## config.mk

```make
export PLATFORM = sky130hd
export DESIGN_NAME = hpsc_bank
export DESIGN_NICKNAME = d
export VERILOG_FILES = /design/src/shared/hpsc_pkg.sv /design/src/verilog/hpsc_bank.sv
export SDC_FILE = /design/constraint.sdc
export NUM_CORES = 1
export LEC_CHECK = 0
export BUFFER_PORTS_ARGS = -buffer_cell sky130_fd_sc_hd__buf_4
export CORE_UTILIZATION = 48
export CTS_BUF_LIST = sky130_fd_sc_hd__clkbuf_8
export CTS_CLUSTER_SIZE = 20
export DETAILED_ROUTE_END_ITERATION = 8
export PLACE_DENSITY_LB_ADDON = 0.2
export SLEW_MARGIN = 20
export SYNTH_ARGS = -nofsm -noshare
export SYNTH_HDL_FRONTEND = slang
export SYNTH_SLANG_ARGS = --single-unit
```

## constraint.sdc

```tcl
create_clock -name aclk -period 3 [get_ports aclk]
set_input_delay 0.75 -clock aclk [delete_from_list [all_inputs] [get_ports aclk]]
set_output_delay 0.75 -clock aclk [all_outputs]
set_load 0.1 [all_outputs]
```

## src/shared/hpsc_pkg.sv

```systemverilog
/*
 * Constants and carrier types for the host port switch control bank.
 * Assumes an AXI4-Lite master with 32-bit data; one register per aligned word.
 */
package hpsc_pkg;
	// ==========================================================
	// Register indices and byte addresses
	// ==========================================================
	// Offsets 0x02..0x0E are not all multiples of four, so they are indices.
	localparam logic [3:0] IDX_CONTROL_TWO = 4'h2;
	localparam logic [3:0] IDX_VID_CONTROL = 4'h4;
	localparam logic [3:0] IDX_CONTROL_THREE = 4'h6;
	localparam logic [3:0] IDX_INGRESS_RATE = 4'h8;
	localparam logic [3:0] IDX_EGRESS_RATE = 4'hA;
	localparam logic [3:0] IDX_BANK_SELECT = 4'hE;
	localparam logic [5:0] IDX_TO_BYTE_SHIFT = 6'h02;
	localparam int ADDR_W = 6;

	// ==========================================================
	// Banks
	// ==========================================================
	localparam logic [7:0] BANK_HOST_PORT = 8'h34;
	localparam logic [7:0] BANK_RSVD_FIRST = 8'h35;
	localparam logic [7:0] BANK_RSVD_LAST = 8'h3F;
	localparam logic [7:0] BANK_RESET = 8'h00;

	// ==========================================================
	// Control-two fields
	// ==========================================================
	localparam int BIT_TX_EN = 10;
	localparam int BIT_RX_EN = 9;
	localparam int BIT_LEARN_DIS = 8;
	localparam int BIT_SNIFFER = 7;
	localparam int BIT_RX_SNIFF = 6;
	localparam int BIT_TX_SNIFF = 5;
	localparam int BIT_PRIO_CEIL = 3;
	localparam int MEMBER_W = 3;
	localparam logic [15:0] CONTROL_TWO_RESET = 16'h0607;
	localparam logic [15:0] CONTROL_TWO_WMASK = 16'h67FF;
	localparam logic [15:0] REG16_RESET = 16'h0000;

	// ==========================================================
	// AXI responses
	// ==========================================================
	localparam logic [1:0] RESP_OKAY = 2'h0;
	localparam logic [1:0] RESP_SLVERR = 2'h2;

	typedef struct packed {
		logic tx_enable;
		logic rx_enable;
		logic learn_disable;
		logic sniffer_port;
		logic rx_sniff;
		logic tx_sniff;
		logic prio_ceiling;
		logic [MEMBER_W-1:0] member;
	} hpsc_ctrl_t;

	typedef struct packed {
		logic valid;
		logic [2:0] prio;
		logic [MEMBER_W-1:0] dest;
	} hpsc_frame_t;
endpackage : hpsc_pkg

```

## src/verilog/hpsc_bank.sv

```systemverilog
/*
 * Host port switch control register bank with AXI4-Lite slave and per-frame
 * policy decisions (receive gate, learning, sniffing, priority ceiling, VLAN mask).
 * Assumes frame requests arrive one cycle wide, synchronous to aclk.
 */
`timescale 1ns/1ps

module hpsc_bank #(
	parameter int DATA_W = 32
) (
	input wire logic aclk,
	input wire logic aresetn,
	input wire logic [hpsc_pkg::ADDR_W-1:0] s_axi_awaddr,
	input wire logic s_axi_awvalid,
	output logic s_axi_awready,
	input wire logic [DATA_W-1:0] s_axi_wdata,
	input wire logic [DATA_W/8-1:0] s_axi_wstrb,
	input wire logic s_axi_wvalid,
	output logic s_axi_wready,
	output logic [1:0] s_axi_bresp,
	output logic s_axi_bvalid,
	input wire logic s_axi_bready,
	input wire logic [hpsc_pkg::ADDR_W-1:0] s_axi_araddr,
	input wire logic s_axi_arvalid,
	output logic s_axi_arready,
	output logic [DATA_W-1:0] s_axi_rdata,
	output logic [1:0] s_axi_rresp,
	output logic s_axi_rvalid,
	input wire logic s_axi_rready,
	input wire hpsc_pkg::hpsc_frame_t rx_frame,
	input wire logic [2:0] default_prio,
	input wire logic tx_frame,
	output hpsc_pkg::hpsc_frame_t fwd_r,
	output logic learn_r,
	output logic rx_mon_r,
	output logic tx_go_r,
	output logic tx_mon_r,
	output hpsc_pkg::hpsc_ctrl_t ctrl_r
);
	// ==========================================================
	// Register storage
	// ==========================================================
	logic [15:0] control_two_r;
	logic [15:0] host_port_vid_control_r;
	logic [15:0] host_port_control_three_r;
	logic [15:0] host_port_ingress_rate_r;
	logic [15:0] host_port_egress_rate_r;
	logic [7:0] bank_r;
	logic aw_hold_r;
	logic w_hold_r;
	logic [hpsc_pkg::ADDR_W-1:0] awaddr_r;
	logic [DATA_W-1:0] wdata_r;
	logic [DATA_W/8-1:0] wstrb_r;
	logic [4:0] wsel_idx;
	logic [4:0] rsel_idx;
	logic [15:0] rsel;
	logic rhit;
	logic whit;
	logic [3:0] widx;
	logic do_write;

	// Byte address to register index; misaligned addresses give no index.
	function automatic logic [4:0] to_idx(input logic [hpsc_pkg::ADDR_W-1:0] a);
		to_idx = (a[1:0] == 2'b00) ? {1'b0, a[5:2]} : 5'h10;
	endfunction : to_idx

	// Decode: bank select in every bank, host port registers only in their own bank.
	function automatic logic hit(input logic [4:0] i, input logic [7:0] bank);
		logic host;
		host = (bank == hpsc_pkg::BANK_HOST_PORT);
		hit = 1'b0;
		if (i[4] == 1'b0) begin
			if (i[3:0] == hpsc_pkg::IDX_BANK_SELECT) begin
				hit = 1'b1;
			end else if (host) begin
				hit = (i[3:0] == hpsc_pkg::IDX_CONTROL_TWO)
					|| (i[3:0] == hpsc_pkg::IDX_VID_CONTROL)
					|| (i[3:0] == hpsc_pkg::IDX_CONTROL_THREE)
					|| (i[3:0] == hpsc_pkg::IDX_INGRESS_RATE)
					|| (i[3:0] == hpsc_pkg::IDX_EGRESS_RATE);
			end
		end
	endfunction : hit

	// ==========================================================
	// Write channel
	// ==========================================================
	assign do_write = aw_hold_r && w_hold_r && !s_axi_bvalid;
	assign wsel_idx = to_idx(awaddr_r);
	assign widx = wsel_idx[3:0];
	assign whit = hit(wsel_idx, bank_r);

	always_ff @(posedge aclk) begin
		if (!aresetn) begin
			aw_hold_r <= 1'b0;
			w_hold_r <= 1'b0;
			awaddr_r <= '0;
			wdata_r <= '0;
			wstrb_r <= '0;
			s_axi_awready <= 1'b0;
			s_axi_wready <= 1'b0;
			s_axi_bvalid <= 1'b0;
			s_axi_bresp <= hpsc_pkg::RESP_OKAY;
		end else begin
			s_axi_awready <= !aw_hold_r && !s_axi_awready && !s_axi_bvalid;
			s_axi_wready <= !w_hold_r && !s_axi_wready && !s_axi_bvalid;
			if (s_axi_awvalid && s_axi_awready) begin
				aw_hold_r <= 1'b1;
				awaddr_r <= s_axi_awaddr;
				s_axi_awready <= 1'b0;
			end
			if (s_axi_wvalid && s_axi_wready) begin
				w_hold_r <= 1'b1;
				wdata_r <= s_axi_wdata;
				wstrb_r <= s_axi_wstrb;
				s_axi_wready <= 1'b0;
			end
			if (do_write) begin
				aw_hold_r <= 1'b0;
				w_hold_r <= 1'b0;
				s_axi_bvalid <= 1'b1;
				s_axi_bresp <= whit ? hpsc_pkg::RESP_OKAY : hpsc_pkg::RESP_SLVERR;
			end else if (s_axi_bvalid && s_axi_bready) begin
				s_axi_bvalid <= 1'b0;
			end
		end
	end

	function automatic logic [15:0] merge(input logic [15:0] old, input logic [31:0] d,
		input logic [3:0] s);
		merge = {s[1] ? d[15:8] : old[15:8], s[0] ? d[7:0] : old[7:0]};
	endfunction : merge

	always_ff @(posedge aclk) begin
		if (!aresetn) begin
			control_two_r <= hpsc_pkg::CONTROL_TWO_RESET;
			host_port_vid_control_r <= hpsc_pkg::REG16_RESET;
			host_port_control_three_r <= hpsc_pkg::REG16_RESET;
			host_port_ingress_rate_r <= hpsc_pkg::REG16_RESET;
			host_port_egress_rate_r <= hpsc_pkg::REG16_RESET;
			bank_r <= hpsc_pkg::BANK_RESET;
		end else if (do_write && whit) begin
			unique case (widx)
				hpsc_pkg::IDX_CONTROL_TWO: begin
					control_two_r <= (merge(control_two_r, wdata_r, wstrb_r)
						& hpsc_pkg::CONTROL_TWO_WMASK)
						| (control_two_r & ~hpsc_pkg::CONTROL_TWO_WMASK);
				end
				hpsc_pkg::IDX_VID_CONTROL: begin
					host_port_vid_control_r <= merge(host_port_vid_control_r, wdata_r,
						wstrb_r);
				end
				hpsc_pkg::IDX_CONTROL_THREE: begin
					host_port_control_three_r <= merge(host_port_control_three_r,
						wdata_r, wstrb_r);
				end
				hpsc_pkg::IDX_INGRESS_RATE: begin
					host_port_ingress_rate_r <= merge(host_port_ingress_rate_r,
						wdata_r, wstrb_r);
				end
				hpsc_pkg::IDX_EGRESS_RATE: begin
					host_port_egress_rate_r <= merge(host_port_egress_rate_r,
						wdata_r, wstrb_r);
				end
				hpsc_pkg::IDX_BANK_SELECT: begin
					if (wstrb_r[0]) begin
						bank_r <= wdata_r[7:0];
					end
				end
				default: begin
				end
			endcase
		end
	end

	// ==========================================================
	// Read channel
	// ==========================================================
	assign rsel_idx = to_idx(s_axi_araddr);
	assign rhit = hit(rsel_idx, bank_r);

	always_comb begin
		rsel = 16'h0000;
		unique case (rsel_idx[3:0])
			hpsc_pkg::IDX_CONTROL_TWO: rsel = control_two_r;
			hpsc_pkg::IDX_VID_CONTROL: rsel = host_port_vid_control_r;
			hpsc_pkg::IDX_CONTROL_THREE: rsel = host_port_control_three_r;
			hpsc_pkg::IDX_INGRESS_RATE: rsel = host_port_ingress_rate_r;
			hpsc_pkg::IDX_EGRESS_RATE: rsel = host_port_egress_rate_r;
			hpsc_pkg::IDX_BANK_SELECT: rsel = {8'h00, bank_r};
			default: rsel = 16'h0000;
		endcase
	end

	always_ff @(posedge aclk) begin
		if (!aresetn) begin
			s_axi_arready <= 1'b0;
			s_axi_rvalid <= 1'b0;
			s_axi_rdata <= '0;
			s_axi_rresp <= hpsc_pkg::RESP_OKAY;
		end else begin
			s_axi_arready <= !s_axi_rvalid && !s_axi_arready;
			if (s_axi_arvalid && s_axi_arready) begin
				s_axi_arready <= 1'b0;
				s_axi_rvalid <= 1'b1;
				s_axi_rdata <= rhit ? {{(DATA_W-16){1'b0}}, rsel} : '0;
				s_axi_rresp <= rhit ? hpsc_pkg::RESP_OKAY : hpsc_pkg::RESP_SLVERR;
			end else if (s_axi_rvalid && s_axi_rready) begin
				s_axi_rvalid <= 1'b0;
			end
		end
	end

	// ==========================================================
	// Frame policy
	// ==========================================================
	always_ff @(posedge aclk) begin
		if (!aresetn) begin
			fwd_r <= '0;
			learn_r <= 1'b0;
			rx_mon_r <= 1'b0;
			tx_go_r <= 1'b0;
			tx_mon_r <= 1'b0;
			ctrl_r <= '0;
		end else begin
			ctrl_r <= {control_two_r[hpsc_pkg::BIT_TX_EN:hpsc_pkg::BIT_TX_SNIFF],
				control_two_r[hpsc_pkg::BIT_PRIO_CEIL:0]};
			fwd_r.valid <= rx_frame.valid && control_two_r[hpsc_pkg::BIT_RX_EN];
			fwd_r.dest <= rx_frame.dest & control_two_r[hpsc_pkg::MEMBER_W-1:0];
			fwd_r.prio <= (control_two_r[hpsc_pkg::BIT_PRIO_CEIL]
				&& rx_frame.prio > default_prio) ? default_prio : rx_frame.prio;
			learn_r <= rx_frame.valid && control_two_r[hpsc_pkg::BIT_RX_EN]
				&& !control_two_r[hpsc_pkg::BIT_LEARN_DIS];
			rx_mon_r <= rx_frame.valid && control_two_r[hpsc_pkg::BIT_RX_EN]
				&& control_two_r[hpsc_pkg::BIT_RX_SNIFF];
			tx_go_r <= tx_frame && control_two_r[hpsc_pkg::BIT_TX_EN];
			tx_mon_r <= tx_frame && control_two_r[hpsc_pkg::BIT_TX_EN]
				&& control_two_r[hpsc_pkg::BIT_TX_SNIFF];
		end
	end
endmodule : hpsc_bank

```

==> flow_summary.ini <==
[cts]
cts_resized = 0
clk-insertion-delay-late_ns = 0.45
h-tree-depth = 4
holdBufCountCts = 0
clockRootBuffer = clkbuf_8
cts.clk_slew.worst_paths_ns = 0.08
cts_buffers = 17
clock_sinks = 155
clock_path_buffers = 2
cts_tree = built
postCtsSetupBuffers = 0

[grt]
grt_usage_pct = 21.67
grt_pass1_wl_mm = 23.63
grt_overflow = 0
grt_antenna_before_repair = 0
grt_start_max_net_pins = 67
grt_pass1_vias = 4650

[synthesis]
avgSynthCellArea_sq_um = 9.560
yosysUniqueCellTypes = 41
synthCells = 670
yosysSeqAreaShare_pct = 48.45
yosys_warnings = 0
ys_seq_elements = 155
synth_top_area_share_pct = 48.45
yosysTopAreaCell = dfxtp_1
synth_edf_count = 0
synth_most_common_cell = nand2_1
synth_area_leaders = dfxtp_1 48%, mux2i_1 12%, nand2_1 10%
ys_async_sr_fraction_pct = 0
syn-cell-area_sq_um = 6405
yosys-top-cells-count = 172 x nand2_1, 155 x dfxtp_1, 77 x mux2i_1
synth-main-ff-cell = dfxtp_1

[placed_design]
dp_hpwl_mm = 10.23
port-buffer-count = 91
dp_slack_ns = 0.4241
gp_congestion = 0.7782

[worst_setup_path]
worstSetupPathType = reg2reg
r2r_end = host_port_ingress_rate_r[11]
slowest_stage = nor4_4
cp-start-kind = register
end_kind = register
required_ns = 3.37
cp_cell_sequence = nor4_2, and4b_4, nor2_4, nor4_4, mux2i_1
r2r-start = bank_r[6]
reg2reg_depth = 5
max_stage_delay_ns = 0.74
critPathLaunch = bank_r[6]
cp_data_arrival_time_ns = 2.60
critPathTopFamily = simple AND/OR/NAND/NOR gates
cp_max_fo = 8
path_buf_inv = 0
rrSetupSlack_ns = 0.77

[route]
drt-vias-per-instance = 5.286
routed_wirelength_mm = 14.38
wire_per_inst_microns = 15.38
drt_first_pass_iters = 5
dr_total_vias = 4942
ant_nets = 0
drc = 0
first_iter_violations = 288

[hold_path]
hold_path_end = s_axi_arready
worstHoldPathType = reg2reg
hold_path_depth = 1
worstHoldStart = s_axi_rvalid

[timing]
finalCritPeriodShare_pct = 74.29
timing.fmax_mhz = 448.7
post-route-min-period_ns = 2.229
setup_tns_ns = 0
setup_viol = 0
slew_violations = 0
hold_viol = 0
finalWorstSetupSlack_ns = 0.7713
worstMarginPinSlew_ns = 0.8257
fin_worst_skew_ns = 0.01136
rsz0062_at_grt = false
relSlewSlack_pct = 44.54

[floorplanning]
initial_core_util_pct = 49.94
die_h_microns = 117.5
io_pins = 128
coreArea_sq_um = 12820
row_count = 41
die_w_microns = 117.5
die_area_sq_um = 13810

[final_layout]
diodes = 0
filler_cell_count = 1157
syn_to_final_growth_pct = 18.15
nets = 820
drive_gt1_share_pct = 19.92

[pwr]
power_leakage_uw = 0.002933
irDropWorstVdd_uv = 258.0
powerDensity_nw_per_um2 = 543.4

[flow_run]
cap_violations = 0

[status]
run_status = completed
-- layout by cell type (no fill, tap or decap), types with 2 or more instances in the layout --
master / instances
clkinv_2: 2
nand2_1: 172
a221oi_1: 16
o21ai_1: 3
o21ai_0: 24
conb_1: 18
clkbuf_8: 25
mux2i_1: 77
nor2_1: 5
or3_1: 2
nand3_1: 14
and3_1: 18
nor2b_1: 10
nor3_4: 2
inv_1: 6
and2_1: 15
nor3_1: 7
buf_4: 99
a2bb2oi_1: 5
dfxtp_1: 155
nor2_2: 2
ha_1: 3
nand2b_1: 7
a21boi_0: 34
nor4_2: 2
clkinvlp_4: 2
nor3b_1: 6
nor4_4: 2
a21oi_1: 5
a22oi_1: 4
mux4_2: 8
-- flip-flops by register name, summed over array words and instances, names as in the netlist, 8 cells and up --
name / count
bank_r: 8
control_two_r: 13
ctrl_r: 10
host_port_control_three_r: 16
host_port_egress_rate_r: 16
host_port_ingress_rate_r: 16
host_port_vid_control_r: 16
s_axi_rdata: 16
wdata_r: 16
-- logic make-up (layout without fill, tap and decap cells) --
| group | after synthesis | count (layout) | share of synthesized area [%] |
|---|---|---|---|
| adder cells (fa/ha/maj) | 3 | 3 | 0.5861 |
| AND/OR/NAND/NOR | 273 | 273 | 21.14 |
| AO/OA/AOI/OAI | 93 | 93 | 10.12 |
| other | 1 | 18 | 0.05855 |
| buffers and inverters | 60 | 136 | 4.806 |
| multiplexers | 85 | 85 | 14.85 |
| flip-flops | 155 | 155 | 48.45 |
-- worst reg2reg max path, delay by kind of cell (launching register included) --
family | cells | cell delay, ns
flip-flops | 1 | 0.36
AND/OR/NAND/NOR | 4 | 1.50
multiplexers | 1 | 0.28
-- power by group --
| group | internal [uW] | total, uW | switching, uW |
|---|---|---|---|
| Combinational | 117 | 455 | 339 |
| Clock | 824 | 1540 | 715 |
| Sequential | 2090 | 2120 | 28.4 |
| Total | 3030 | 4110 | 1080 |
-- worst max-delay path by stage --
stage	endpoint	slack, ns	depth (start not counted)
2_1_floorplan	s_axi_rdata[10]	0.68	5
3_3_place_gp	s_axi_rdata[12]	0.18	5
3_5_place_dp	s_axi_rdata[15]	0.42	5
4_1_cts	host_port_ingress_rate_r[11]	0.77	5
5_1_grt	host_port_ingress_rate_r[2]	0.64	5
6_report	host_port_ingress_rate_r[11]	0.77	5
-- layout make-up --
type                            count  area [sq um]  share of cell area [%]
Tap cell                          172         215.2                   2.844
Sequential cell                   155          3103                   41.01
Clock buffer                       25         344.1                   4.547
Clock inverter                      6         58.81                  0.7771
Inverter                            5         18.77                  0.2480
Timing Repair Buffer              100         763.2                   10.09
Multi-Input combinational cell    472          3064                   40.49
-- metal layers --
layer / GRT usage [%] / vias up / share of wire [%]
met5: 0 / - / 0
met4: 8.013 / 0 / 1.9
met3: 5.620 / 21 / 5.5
met2: 34.17 / 144 / 46
met1: 28.52 / 2349 / 46
li1: - / 2428 / -
-- through the flow --
step | instance area, sq um | hold slack, ns | total power, uW | instances | util [%]
after floorplan | 6469 | 0.4049 | 2522 | 687 | -
after global placement | 7158 | 0.4313 | 2614 | 904 | 55.81
after detailed placement | 7164 | 0.4460 | 2623 | 904 | 55.86
after CTS | 7567 | 0.4579 | 4153 | 935 | 59.00
after global routing | 7567 | 0.4746 | 4276 | 935 | 59.00
final | 7567 | 0.4529 | 4112 | 935 | 59.00
Power figures use the tool's default switching activity.
